File: config.mk
export PLATFORM = sky130hd
export DESIGN_NAME = packet_filter_crc_balance_coding_select
export DESIGN_NICKNAME = d
export VERILOG_FILES = /design/src/logic/pfc_pkg.sv /design/src/logic/packet_filter_crc_balance_coding_select.sv
export SDC_FILE = /design/constraint.sdc
export NUM_CORES = 1
export LEC_CHECK = 0
export ABC_CLOCK_PERIOD_IN_PS = 6400
export BUFFER_PORTS_ARGS = -buffer_cell sky130_fd_sc_hd__buf_2
export CAP_MARGIN = 20
export CORE_MARGIN = 1.5
export CORE_UTILIZATION = 62
export CTS_CLUSTER_DIAMETER = 60
export DETAILED_ROUTE_END_ITERATION = 10
export PLACE_DENSITY = 0.78
export SYNTH_ARGS = -nofsm -noshare
export SYNTH_HDL_FRONTEND = slang
export SYNTH_SLANG_ARGS = --single-unit
File: constraint.sdc
create_clock -name clk -period 6.4 [get_ports clk]
set_clock_uncertainty 0.05 [all_clocks]
set_input_delay 0.64 -clock clk [delete_from_list [all_inputs] [get_ports clk]]
set_output_delay 0.64 -clock clk [all_outputs]
set_load 0.005 [all_outputs]
File: src/logic/pfc_pkg.sv
`default_nettype none
package pfc_pkg;
  localparam logic [6:0]  ADDR_FIFO    = 7'h00;
  localparam logic [6:0]  ADDR_RATE_HI = 7'h03;
  localparam logic [6:0]  ADDR_RATE_LO = 7'h04;
  localparam logic [7:0]  RATE_HI_RST  = 8'h1a;
  localparam logic [7:0]  RATE_LO_RST  = 8'h0b;
  localparam logic [1:0]  CODE_MANCH   = 2'h1;
  localparam logic [1:0]  CODE_WHITE   = 2'h2;
  localparam logic [15:0] CRC_POLY     = 16'h1021;
  localparam logic [15:0] CRC_INIT     = 16'h1d0f;
  localparam logic [15:0] CRC_XOROUT   = 16'hffff;
  localparam logic [8:0]  LFSR_SEED    = 9'h1ff;
  localparam int          LFSR_TAP     = 5;
  localparam int          FIFO_DEPTH   = 8;
  typedef enum logic [3:0] {
    TX_IDLE  = 4'h1,
    TX_FETCH = 4'h2,
    TX_SEND  = 4'h4,
    TX_DONE  = 4'h8
  } tx_state_e;
  typedef enum logic [2:0] {
    RX_IDLE = 3'h1,
    RX_BITS = 3'h2,
    RX_DONE = 3'h4
  } rx_state_e;
endpackage : pfc_pkg
`default_nettype wire

File: src/logic/packet_filter_crc_balance_coding_select.sv
// Behaviour
// - variable length: accept only length below limit
// - length byte stays in fifo
// - checksum only while checksum_enable set
// - transmit appends two checksum bytes after payload
// - receive compares checksum, sets pass flag
// - failure clears fifo, no interrupt by default
// - clear disabled: keep data, raise done irq
// - received checksum bytes never enter fifo
// - checksum uses ccitt polynomial
// - manchester only for select 01, packet mode
// - one sent as 10, zero as 01
// - only payload and checksum are manchester coded
// - all chips at the one programmed rate
// - fifo holds plain nrz bytes
// - whitening for select 10, 9-bit lfsr
// - payload and checksum xored both directions
// - lfsr polynomial x9 + x5 + 1
// - done irq once payload sits in fifo
`default_nettype none
module pfc_fifo #(
  parameter int WIDTH = 8,
  parameter int DEPTH = 8
) (
  input  wire logic             clk,
  input  wire logic             rst_n,
  input  wire logic             flush,
  input  wire logic             in_valid,
  output logic                  in_ready,
  input  wire logic [WIDTH-1:0] in_data,
  output logic                  out_valid,
  input  wire logic             out_ready,
  output logic      [WIDTH-1:0] out_data
);
  localparam int AW = $clog2(DEPTH);
  logic [WIDTH-1:0] mem_q [DEPTH];
  logic [AW-1:0]    wr_q;
  logic [AW-1:0]    rd_q;
  logic [AW:0]      cnt_q;
  logic             push;
  logic             pop;
  assign in_ready  = cnt_q != (AW+1)'(DEPTH);
  assign out_valid = cnt_q != '0;
  assign out_data  = mem_q[rd_q];
  assign push      = in_valid && in_ready;
  assign pop       = out_valid && out_ready;
  always_ff @(posedge clk or negedge rst_n)
  begin
    if (!rst_n)
    begin
      wr_q  <= '0;
      rd_q  <= '0;
      cnt_q <= '0;
    end
    else if (flush)
    begin
      wr_q  <= '0;
      rd_q  <= '0;
      cnt_q <= '0;
    end
    else
    begin
      if (push)
        wr_q <= (wr_q == AW'(DEPTH-1)) ? '0 : wr_q + 1'b1;
      if (pop)
        rd_q <= (rd_q == AW'(DEPTH-1)) ? '0 : rd_q + 1'b1;
      cnt_q <= cnt_q + (AW+1)'(push) - (AW+1)'(pop);
    end
  end
  always_ff @(posedge clk)
  begin
    if (push)
      mem_q[wr_q] <= in_data;
  end
endmodule : pfc_fifo

module packet_filter_crc_balance_coding_select (
  input  wire logic       clk,
  input  wire logic       rst_n,
  input  wire logic [6:0] reg_addr,
  input  wire logic       reg_wr,
  input  wire logic       reg_rd,
  input  wire logic [7:0] reg_wdata,
  output logic      [7:0] reg_rdata,
  input  wire logic       packet_mode,
  input  wire logic       variable_length,
  input  wire logic [7:0] max_length_limit,
  input  wire logic       checksum_enable,
  input  wire logic       fail_clear_disable,
  input  wire logic [1:0] balance_coding_select,
  input  wire logic       tx_start,
  output logic            tx_chip,
  output logic            tx_chip_strobe,
  output logic            tx_busy,
  output logic            tx_sent,
  input  wire logic       rx_enable,
  input  wire logic       rx_payload_start,
  input  wire logic       rx_chip,
  input  wire logic       rx_chip_strobe,
  output logic            packet_done_irq,
  output logic            checksum_pass_flag,
  output logic            rx_overrun
);
  // ****************************************
  // reset, registers, fifo
  // ****************************************
  logic       rst_s1_q;
  logic       rst_sync_n;
  logic [7:0] bit_rate_high_q;
  logic [7:0] bit_rate_low_q;
  logic [15:0] chip_period;
  logic [15:0] div_q;
  logic       manch;
  logic       white;
  logic       fifo_in_valid;
  logic       fifo_in_ready;
  logic [7:0] fifo_in_data;
  logic       fifo_out_valid;
  logic       fifo_out_ready;
  logic [7:0] fifo_out_data;
  logic       flush_q;
  logic       host_pop;
  logic       host_push;
  always_ff @(posedge clk or negedge rst_n)
  begin
    if (!rst_n)
    begin
      rst_s1_q   <= 1'b0;
      rst_sync_n <= 1'b0;
    end
    else
    begin
      rst_s1_q   <= 1'b1;
      rst_sync_n <= rst_s1_q;
    end
  end
  assign manch = packet_mode && balance_coding_select == pfc_pkg::CODE_MANCH;
  assign white = balance_coding_select == pfc_pkg::CODE_WHITE;
  always_ff @(posedge clk or negedge rst_sync_n)
  begin
    if (!rst_sync_n)
    begin
      bit_rate_high_q <= pfc_pkg::RATE_HI_RST;
      bit_rate_low_q  <= pfc_pkg::RATE_LO_RST;
    end
    else if (reg_wr && reg_addr == pfc_pkg::ADDR_RATE_HI)
      bit_rate_high_q <= reg_wdata;
    else if (reg_wr && reg_addr == pfc_pkg::ADDR_RATE_LO)
      bit_rate_low_q <= reg_wdata;
  end
  always_ff @(posedge clk or negedge rst_sync_n)
  begin
    if (!rst_sync_n)
      reg_rdata <= 8'h00;
    else if (reg_rd)
      case (reg_addr)
        // a byte the transmit engine is taking this cycle must not reach the host too
        pfc_pkg::ADDR_FIFO:    reg_rdata <= (fifo_out_valid && host_pop) ? fifo_out_data : 8'h00;
        pfc_pkg::ADDR_RATE_HI: reg_rdata <= bit_rate_high_q;
        pfc_pkg::ADDR_RATE_LO: reg_rdata <= bit_rate_low_q;
        default:               reg_rdata <= 8'h00;
      endcase
  end
  // ****************************************
  // transmit path
  // ****************************************
  pfc_pkg::tx_state_e tx_st_q;
  logic [7:0]  tx_sh_q;
  logic [2:0]  tx_bit_q;
  logic        tx_half_q;
  logic        tx_first_q;
  logic        tx_crcph_q;
  logic        tx_crcb_q;
  logic [7:0]  tx_rem_q;
  logic [15:0] tx_crc_q;
  logic [15:0] tx_crc_nx;
  logic [8:0]  tx_lfsr_q;
  logic        tx_wbit;
  logic        chip_tick;
  logic        bit_end;
  function automatic logic [15:0] crc_step(input logic [15:0] c, input logic b);
    crc_step = {c[14:0], 1'b0} ^ ((c[15] ^ b) ? pfc_pkg::CRC_POLY : 16'h0000);
  endfunction : crc_step
  function automatic logic [8:0] lfsr_step(input logic [8:0] l);
    lfsr_step = {l[0] ^ l[pfc_pkg::LFSR_TAP], l[8:1]};
  endfunction : lfsr_step
  // a zero setting would stall the chip clock, so it counts as one cycle
  assign chip_period = ({bit_rate_high_q, bit_rate_low_q} == 16'h0000) ? 16'h0001
                     : {bit_rate_high_q, bit_rate_low_q};
  always_ff @(posedge clk or negedge rst_sync_n)
  begin
    if (!rst_sync_n)
      div_q <= 16'h0000;
    else if (tx_st_q == pfc_pkg::TX_IDLE || div_q == 16'h0000)
      div_q <= chip_period - 16'h0001;
    else
      div_q <= div_q - 16'h0001;
  end
  assign chip_tick = tx_st_q == pfc_pkg::TX_SEND && div_q == 16'h0000;
  assign bit_end   = chip_tick && (!manch || tx_half_q);
  assign tx_wbit   = tx_sh_q[7] ^ (white & tx_lfsr_q[0]);
  assign tx_crc_nx = crc_step(tx_crc_q, tx_sh_q[7]);
  always_ff @(posedge clk or negedge rst_sync_n)
  begin
    if (!rst_sync_n)
    begin
      tx_st_q    <= pfc_pkg::TX_IDLE;
      tx_sh_q    <= 8'h00;
      tx_bit_q   <= 3'h0;
      tx_half_q  <= 1'b0;
      tx_first_q <= 1'b0;
      tx_crcph_q <= 1'b0;
      tx_crcb_q  <= 1'b0;
      tx_rem_q   <= 8'h00;
      tx_crc_q   <= pfc_pkg::CRC_INIT;
      tx_lfsr_q  <= pfc_pkg::LFSR_SEED;
    end
    else
      case (tx_st_q)
        pfc_pkg::TX_IDLE:
        begin
          if (tx_start && !rx_enable)
          begin
            tx_st_q    <= pfc_pkg::TX_FETCH;
            tx_first_q <= 1'b1;
            tx_crcph_q <= 1'b0;
            tx_crc_q   <= pfc_pkg::CRC_INIT;
            tx_lfsr_q  <= pfc_pkg::LFSR_SEED;
          end
        end
        pfc_pkg::TX_FETCH:
        begin
          // an empty fifo just holds the engine here until the host refills
          if (fifo_out_valid)
          begin
            tx_st_q    <= pfc_pkg::TX_SEND;
            tx_sh_q    <= fifo_out_data;
            tx_bit_q   <= 3'h0;
            tx_half_q  <= 1'b0;
            tx_first_q <= 1'b0;
            if (!tx_first_q)
              tx_rem_q <= tx_rem_q - 8'h01;
            else if (variable_length)
              tx_rem_q <= fifo_out_data;
            else
              tx_rem_q <= max_length_limit - 8'h01;
          end
        end
        pfc_pkg::TX_SEND:
        begin
          if (chip_tick)
            tx_half_q <= manch && !tx_half_q;
          if (bit_end)
          begin
            tx_sh_q   <= {tx_sh_q[6:0], 1'b0};
            tx_bit_q  <= tx_bit_q + 3'h1;
            tx_lfsr_q <= lfsr_step(tx_lfsr_q);
            if (!tx_crcph_q)
              tx_crc_q <= tx_crc_nx;
            if (tx_bit_q == 3'h7)
            begin
              if (!tx_crcph_q && tx_rem_q != 8'h00)
                tx_st_q <= pfc_pkg::TX_FETCH;
              else if (!tx_crcph_q && checksum_enable)
              begin
                tx_crcph_q <= 1'b1;
                tx_crcb_q  <= 1'b0;
                tx_sh_q    <= tx_crc_nx[15:8] ^ pfc_pkg::CRC_XOROUT[15:8];
              end
              else if (tx_crcph_q && !tx_crcb_q)
              begin
                tx_crcb_q <= 1'b1;
                tx_sh_q   <= tx_crc_q[7:0] ^ pfc_pkg::CRC_XOROUT[7:0];
              end
              else
                tx_st_q <= pfc_pkg::TX_DONE;
            end
          end
        end
        pfc_pkg::TX_DONE: tx_st_q <= pfc_pkg::TX_IDLE;
        default:          tx_st_q <= pfc_pkg::TX_IDLE;
      endcase
  end
  // preamble and sync are sent nrz by the framer ahead of this block
  always_ff @(posedge clk or negedge rst_sync_n)
  begin
    if (!rst_sync_n)
    begin
      tx_chip        <= 1'b0;
      tx_chip_strobe <= 1'b0;
      tx_busy        <= 1'b0;
      tx_sent        <= 1'b0;
    end
    else
    begin
      if (chip_tick)
        tx_chip <= tx_wbit ^ (manch & tx_half_q);
      tx_chip_strobe <= chip_tick;
      tx_busy        <= tx_st_q != pfc_pkg::TX_IDLE;
      tx_sent        <= tx_st_q == pfc_pkg::TX_DONE;
    end
  end
  // ****************************************
  // receive path
  // ****************************************
  pfc_pkg::rx_state_e rx_st_q;
  logic [7:0]  rx_sh_q;
  logic [2:0]  rx_bit_q;
  logic        rx_half_q;
  logic        rx_first_q;
  logic        rx_crcph_q;
  logic        rx_crcb_q;
  logic        rx_pass_q;
  logic [7:0]  rx_rem_q;
  logic [7:0]  rx_rem_nx;
  logic [15:0] rx_crc_q;
  logic [7:0]  rx_got_q;
  logic [8:0]  rx_lfsr_q;
  logic        rx_pend_q;
  logic [7:0]  rx_byte_q;
  logic        rx_take;
  logic        rx_d;
  logic        rx_full;
  logic [7:0]  rx_byte;
  logic        rx_len_bad;
  logic        rx_push_ev;
  assign rx_take    = rx_st_q == pfc_pkg::RX_BITS && rx_chip_strobe && (!manch || !rx_half_q);
  assign rx_d       = rx_chip ^ (white & rx_lfsr_q[0]);
  assign rx_full    = rx_take && rx_bit_q == 3'h7;
  assign rx_byte    = {rx_sh_q[6:0], rx_d};
  assign rx_len_bad = rx_first_q && variable_length && rx_byte >= max_length_limit;
  assign rx_push_ev = rx_full && !rx_crcph_q && !rx_len_bad;
  assign rx_rem_nx  = !rx_first_q ? rx_rem_q - 8'h01
                    : variable_length ? rx_byte : max_length_limit - 8'h01;
  always_ff @(posedge clk or negedge rst_sync_n)
  begin
    if (!rst_sync_n)
    begin
      rx_st_q         <= pfc_pkg::RX_IDLE;
      rx_sh_q         <= 8'h00;
      rx_bit_q        <= 3'h0;
      rx_half_q       <= 1'b0;
      rx_first_q      <= 1'b0;
      rx_crcph_q      <= 1'b0;
      rx_crcb_q       <= 1'b0;
      rx_pass_q       <= 1'b0;
      rx_rem_q        <= 8'h00;
      rx_crc_q        <= pfc_pkg::CRC_INIT;
      rx_got_q        <= 8'h00;
      rx_lfsr_q       <= pfc_pkg::LFSR_SEED;
      flush_q         <= 1'b0;
      packet_done_irq <= 1'b0;
      checksum_pass_flag <= 1'b0;
    end
    else
    begin
      flush_q         <= 1'b0;
      packet_done_irq <= 1'b0;
      case (rx_st_q)
        pfc_pkg::RX_IDLE:
        begin
          if (rx_enable && rx_payload_start)
          begin
            rx_st_q    <= pfc_pkg::RX_BITS;
            rx_bit_q   <= 3'h0;
            rx_half_q  <= 1'b0;
            rx_first_q <= 1'b1;
            rx_crcph_q <= 1'b0;
            rx_crcb_q  <= 1'b0;
            rx_crc_q   <= pfc_pkg::CRC_INIT;
            rx_lfsr_q  <= pfc_pkg::LFSR_SEED;
          end
        end
        pfc_pkg::RX_BITS:
        begin
          if (rx_chip_strobe && manch)
            rx_half_q <= !rx_half_q;
          if (rx_take)
          begin
            rx_sh_q   <= rx_byte;
            rx_bit_q  <= rx_bit_q + 3'h1;
            rx_lfsr_q <= lfsr_step(rx_lfsr_q);
            if (!rx_crcph_q)
              rx_crc_q <= crc_step(rx_crc_q, rx_d);
          end
          if (!rx_enable)
            rx_st_q <= pfc_pkg::RX_IDLE;
          else if (rx_full && rx_crcph_q)
          begin
            rx_got_q  <= rx_byte;
            rx_crcb_q <= 1'b1;
            if (rx_crcb_q)
            begin
              rx_pass_q <= {rx_got_q, rx_byte} == (rx_crc_q ^ pfc_pkg::CRC_XOROUT);
              rx_st_q   <= pfc_pkg::RX_DONE;
            end
          end
          else if (rx_full && rx_len_bad)
          begin
            flush_q <= 1'b1;
            rx_st_q <= pfc_pkg::RX_IDLE;
          end
          else if (rx_full)
          begin
            rx_first_q <= 1'b0;
            rx_rem_q   <= rx_rem_nx;
            if (rx_rem_nx == 8'h00 && checksum_enable)
              rx_crcph_q <= 1'b1;
            else if (rx_rem_nx == 8'h00)
            begin
              rx_pass_q <= 1'b1;
              rx_st_q   <= pfc_pkg::RX_DONE;
            end
          end
        end
        pfc_pkg::RX_DONE:
        begin
          if (!rx_pend_q)
          begin
            rx_st_q <= pfc_pkg::RX_IDLE;
            if (checksum_enable)
              checksum_pass_flag <= rx_pass_q;
            if (rx_pass_q || fail_clear_disable)
              packet_done_irq <= 1'b1;
            else
              flush_q <= 1'b1;
          end
        end
        default: rx_st_q <= pfc_pkg::RX_IDLE;
      endcase
    end
  end
  // the chip stream cannot be stalled, so one byte waits here for fifo room
  always_ff @(posedge clk or negedge rst_sync_n)
  begin
    if (!rst_sync_n)
    begin
      rx_pend_q  <= 1'b0;
      rx_byte_q  <= 8'h00;
      rx_overrun <= 1'b0;
    end
    else
    begin
      if (rx_push_ev)
      begin
        rx_pend_q <= 1'b1;
        rx_byte_q <= rx_byte;
        if (rx_pend_q && !fifo_in_ready)
          rx_overrun <= 1'b1;
      end
      else if (fifo_in_ready || flush_q)
        rx_pend_q <= 1'b0;
      if (rx_st_q == pfc_pkg::RX_IDLE && rx_payload_start)
        rx_overrun <= 1'b0;
    end
  end
  assign host_push      = reg_wr && reg_addr == pfc_pkg::ADDR_FIFO && !rx_pend_q;
  assign host_pop       = reg_rd && reg_addr == pfc_pkg::ADDR_FIFO && tx_st_q != pfc_pkg::TX_FETCH;
  assign fifo_in_valid  = rx_pend_q || host_push;
  assign fifo_in_data   = rx_pend_q ? rx_byte_q : reg_wdata;
  assign fifo_out_ready = tx_st_q == pfc_pkg::TX_FETCH || host_pop;
  pfc_fifo #(
    .WIDTH (8),
    .DEPTH (pfc_pkg::FIFO_DEPTH)
  ) u_fifo (
    .clk       (clk),
    .rst_n     (rst_sync_n),
    .flush     (flush_q),
    .in_valid  (fifo_in_valid),
    .in_ready  (fifo_in_ready),
    .in_data   (fifo_in_data),
    .out_valid (fifo_out_valid),
    .out_ready (fifo_out_ready),
    .out_data  (fifo_out_data)
  );
  // ****************************************
  // checks
  // ****************************************
  a_len_drop: assert property (@(posedge clk) disable iff (!rst_sync_n)
    (rx_full && !rx_crcph_q && rx_len_bad && rx_enable)
    |=> (flush_q && rx_st_q == pfc_pkg::RX_IDLE)) else $error("bad length not dropped");
  a_len_kept: assert property (@(posedge clk) disable iff (!rst_sync_n)
    (rx_full && rx_first_q && !rx_len_bad && !rx_crcph_q)
    |=> (rx_pend_q && rx_byte_q == $past(rx_byte))) else $error("length byte not queued");
  a_crc_gate: assert property (@(posedge clk) disable iff (!rst_sync_n)
    $rose(tx_crcph_q) |-> $past(checksum_enable)) else $error("checksum sent while off");
  a_fail_clear: assert property (@(posedge clk) disable iff (!rst_sync_n)
    (rx_st_q == pfc_pkg::RX_DONE && !rx_pend_q && !rx_pass_q && !fail_clear_disable)
    |=> (flush_q && !packet_done_irq)) else $error("failed packet not cleared");
  a_fail_keep: assert property (@(posedge clk) disable iff (!rst_sync_n)
    (rx_st_q == pfc_pkg::RX_DONE && !rx_pend_q && (rx_pass_q || fail_clear_disable))
    |=> (packet_done_irq && !flush_q)) else $error("done irq missing");
  a_crc_strip: assert property (@(posedge clk) disable iff (!rst_sync_n)
    rx_crcph_q |-> !rx_push_ev) else $error("checksum byte pushed to fifo");
  a_manch_pair: assert property (@(posedge clk) disable iff (!rst_sync_n)
    (chip_tick && manch && tx_half_q)
    |=> (tx_chip != $past(tx_chip))) else $error("manchester chip wrong");
  a_chip_space: assert property (@(posedge clk) disable iff (!rst_sync_n)
    (chip_tick && chip_period > 16'h0001) |=> !chip_tick) else $error("chip rate wrong");
  a_lfsr_seed: assert property (@(posedge clk) disable iff (!rst_sync_n)
    (tx_st_q == pfc_pkg::TX_FETCH && $past(tx_st_q) == pfc_pkg::TX_IDLE)
    |-> tx_lfsr_q == pfc_pkg::LFSR_SEED) else $error("lfsr not preset");
endmodule : packet_filter_crc_balance_coding_select
`default_nettype wire

-- After elaboration in Yosys (flattened, before gate mapping)
Memory sizes are Yosys's and may differ from the RTL's.
Index checks and enable logic that the tools add are counted.
- bits in registers: 180
- bits in writable memories: 64
- bits of input ports: 38
- word-level logic and storage cells: 326
- memories kept: 1
- memories (memory ; depth ; width ; read ports ; clocked after memory_dff ; write ports ; RTL line ; source):
    u_fifo.mem_q ; 8 ; 8 ; 1 ; 0 ; 1 ; packet_filter_crc_balance_coding_select.sv:36 ; logic [WIDTH-1:0] mem_q [DEPTH];
- add/subtract/negate cells: 11
- $lt $le $gt $ge: 1
- equality and inequality tests: 47
- muxes and demuxes: 116
- bitwise operators: 20
- reductions and logical operators: 89
- operators with widths (cell ; number):
    $mux 16 ; 8
    $mux 8 ; 12
    $pmux 16 s2 ; 2
    $mux 3 ; 19
    $mux 1 ; 45
    $mux 9 ; 4
    $pmux 9 s2 ; 2
    $logic_not 16->1 ; 2
    $mux 4 ; 8
    $ne 2x2->1 const B ; 16
    $sub 16x1->16 const B ; 2
    $xor 16x13->16 ; 2
    $logic_and 1x1->1 ; 31
    $mux 13 ; 2
    $pmux 8 s3 ; 1
    $reduce_and 3->1 ; 8
    $reduce_and 6->1 ; 4
    $reduce_bool 2->1 ; 12
    $sub 8x1->8 const B ; 3
    $eq 16x16->1 ; 1
    $not 16->16 ; 1
    $not 8->8 ; 2
    $pmux 1 s2 ; 8
    $pmux 8 s2 ; 1
    39 further kinds ; 88

-- Longest topological paths before layout
- depth after elaboration: 13
- depth in mapped cells: 12

-- By module
A second synthesis with hierarchy kept.
- cell total of the unflattened synthesis: 1065
- area total of the unflattened synthesis: 12119.1 um^2
- modules (own cells, without submodules) (module ; times used ; cells an instance ; area an instance (um^2)):
    packet_filter_crc_balance_coding_select ; 1 ; 899 ; 8936.1
    pfc_fifo ; 1 ; 166 ; 3183.1

-- Worst setup path after synthesis
No wires, ideal clock.
- path type: register -> register
- start: register div_q[8]
- end: register div_q[14]
- setup time: 0.129 ns
- data arrival time: 3.462 ns
- required time: 6.221 ns
- slack: 2.759 ns
- stages on the path, launching flop included: 13
- path buffers: 2
- period minus slack after synthesis: 3.641 ns
- path through: dfrtp_1 -> nor4_1 -> nand3_1 -> o21a_1 -> clkbuf_1 -> buf_1 -> mux2i_1 -> ha_1 -> or4bb_1 -> mux2i_1 -> nand3_1 -> nand2b_1 -> xor2_1
- word-level cells in the longest chain between the ends: 3
- elaborated cells between the ends (all ways): 4
- ends and longest elaborated chain (item ; RTL line ; source):
    start, declared ; packet_filter_crc_balance_coding_select.sv:112 ; logic [15:0] div_q;
    start signal, assigned ; packet_filter_crc_balance_coding_select.sv:195 ; div_q <= chip_period - 16'h0001;
    start signal, assigned ; packet_filter_crc_balance_coding_select.sv:197 ; div_q <= div_q - 16'h0001;
    branches (longest 2 deep; another with $sub 16x1->16) ; -- ;
    $mux 16 * ; packet_filter_crc_balance_coding_select.sv:194 ; else if (tx_st_q == pfc_pkg::TX_IDLE || div_q == 16'h0000)
Mark *: on every way between the ends.
A chain may end at the register's enable or synchronous reset.

-- Final worst setup path
Ends and elaborated chain as after synthesis.

==> results.toml <==
[routing]
vias = 8657
drc = 0
wl_per_cell_um = 20.7
viasPerCell = 6.27
drt_first_pass_iters = 5
drt-total-wl_um = 28600
antenna_left = 0
drt_iter0_drc = 705

[floorplan]
coreArea_mm2 = 0.0188
io_pins = 53
fp-row-count = 50
start_util_pct = 63.4
die_h_um = 142
die_w_um = 142
dieArea_mm2 = 0.0200

[final_layout]
final_cell_area_mm2 = 0.0134
syn_to_final_growth_pct = 12.2
n_antenna_cell = 0
layout-drive-gt1-share_pct = 20.0
num-nets-final = 1193

[worst_hold_path]
hold_class = "input pin to register"

[synthesis]
synthFlopType = "dfrtp_1"
synth-warning-count = 0
synthTopCellsByCount = "dfrtp_1 (138), nand2_1 (110), nor2_1 (110), edfxtp_1 (64), o21ai_0 (54)"
synthArstFlopShare_pct = 73.8
syn-num-nets = 1142
yosysMostFrequentCell = "dfrtp_1"
syn_area_per_cell_um2 = 11.1
synth_seq_cells = 244
synth_mux_area_share_pct = 9.71
synth_area_leader_cell = "dfrtp_1"
synth-edff-count = 64
yosys.area_share.xor_xnor_pct = 3.83
synth_top_area_share_pct = 29.0
syn-cell-area_mm2 = 0.0119
synthAdderAreaFrac_pct = 3.01
synth_top_cells_by_area = "dfrtp_1 (29%), edfxtp_1 (16%), dfstp_2 (9.3%)"
synth_top_family_by_area = "simple AND/OR/NAND/NOR gates"
synthSimpleGateAreaFrac_pct = 15.6
yosysUniqueCellTypes = 73
ys_seq_area_share_pct = 54.4
synth_compound_area_share_pct = 10.8
syn_inst = 1076

[clocking]
cts_made_buffers = 26
cts_buffer_depth = 3
cts-htree-levels = 1
ctsResizeCount = 0
cts_hold_buf = 1
insertion_delay_ns = 0.52
root_buffer = "clkbuf_16"
clock-sinks = 244
path_clk_slew_ns = 0.06
cts_tree = "built"
post_cts_buffers = 0

[power]
leakage_nw = 5.64
max-vdd-ir-drop_mv = 0.270
p_per_area_mw_per_mm2 = 369

[sta]
worst_pin_slew_ns = 1.05
hold-worst-slack_ns = 0.266
setup_violations = 0
fmax_ghz = 0.242
hold_violations = 0
final.period_utilization_pct = 64.5
slew_headroom_pct = 28.9
period_minus_slack_ns = 4.13
setup_tns_ns = 0
drv_slew = 0
rsz0062_at_grt = "no"

[run_status]
outcome = "completed"

[global_routing]
first_global_vias = 8428
grt_max_degree = 137
antenna_found_initial = 0
grt_pass1_wl_um = 45300
gr-total-overflow = 0
track_usage_pct = 29.2

[critical_path]
crit_path_end_kind = "register"
crit_arrival_ns = 4.47
critical_path.max_fanout = 16
path_class = "register to register"
critPathRequiredTime_ns = 6.74
cp-start-kind = "register"

[placement]
port_buffers = 52
gp_congestion = 0.886
dp_hpwl_um = 20000
place_area_mm2 = 0.0124

[run]
drv_cap = 0
## where the power goes
part	internal (mW)	total [mW]	switching [mW]
clock	0.992	1.61	0.620
combinational	0.555	1.27	0.716
sequential	1.82	2.04	0.225
total	3.37	4.93	1.56
## metal layers
layer	wire length (um)	track usage, %
met5	0	0
met3	2110	7.76
met1	11600	38.0
met4	1060	10.8
met2	13800	47.5
## final cells by class
class                   instances  area, um^2
clock inverters                16         196
clock buffers                  32         746
repair buffers                 66         385
multi-input cells             752        5120
well taps                     234         293
inverters                      37         139
fillers                      1307        5400
flip-flops and latches        244        6480
## worst paths after layout
| kind | from | endpoint | slack (ns) | cells past startpoint |
|---|---|---|---|---|
| worst max register to register | div_q[8] | div_q[14] | 2.27 | 10 |
| worst min register to register | rst_sync_n | rx_rem_q[6] | 0.28 | 0 |
| worst max-delay path | div_q[8] | div_q[14] | 2.27 | 10 |
| worst min-delay path | rx_payload_start | rx_overrun | 0.27 | 2 |
| min in group asynchronous | rst_sync_n | rx_rem_q[6] | 0.28 | 0 |
| max in group asynchronous | rst_sync_n | tx_bit_q[0] | 4.87 | 1 |
## critical path, cell delays in order, from the launching register on
cell and delay, ns:
dfrtp_1 0.41, nor4_1 0.68, nand3_1 0.23, o21a_1 0.51, mux2i_1 0.27, ha_1 0.27
or4bb_1 0.51, mux2i_1 0.49, nand3_1 0.20, nand2b_1 0.20, xor2_1 0.17
## cell usage in the layout, fill, tap and decap left out, drive strengths merged, types with 16 or more instances in the layout
cell type and count:
nor3 25, nor2 110, dfrtp 138, mux2i 30
inv 39, mux4 16, a21oi 51, o21ai 61
buf 64, clkbuf 33, nand2 111, xor2 29
mux2 44, nand3 38, ha 27, edfxtp 64
dfstp 42, xnor2 23
## metrics by stage
stage | power (mW) | setup slack [ns] | instances | util [%]
after floorplan | 2.96 | 1.04 | 1076 | -
after global placement | 3.25 | 2.50 | 1325 | 65.8
after detailed placement | 3.30 | 2.29 | 1325 | 65.8
after CTS | 4.92 | 2.32 | 1374 | 70.9
after global routing | 5.18 | 2.04 | 1381 | 71.2
final | 4.93 | 2.27 | 1381 | 71.2
## flip-flops by register name (all words and copies together) (netlist names), 7 cells and up
register / count
u_fifo.mem_q: 64
rx_lfsr_q: 9
tx_rem_q: 8
div_q: 16
bit_rate_high_q: 8
tx_crc_q: 16
rx_byte_q: 8
rx_rem_q: 8
rx_got_q: 8
tx_sh_q: 8
reg_rdata: 8
bit_rate_low_q: 8
rx_sh_q: 7
rx_crc_q: 16
tx_lfsr_q: 9
## cell families after synthesis
family,Yosys count
AND/OR/NAND/NOR,379
adder cells (fa/ha/maj),28
flip-flops,244
buffers and inverters,80
XOR/XNOR,52
other,1
multiplexers,90
AO/OA/AOI/OAI,202
Power figures use the tool's default switching activity.
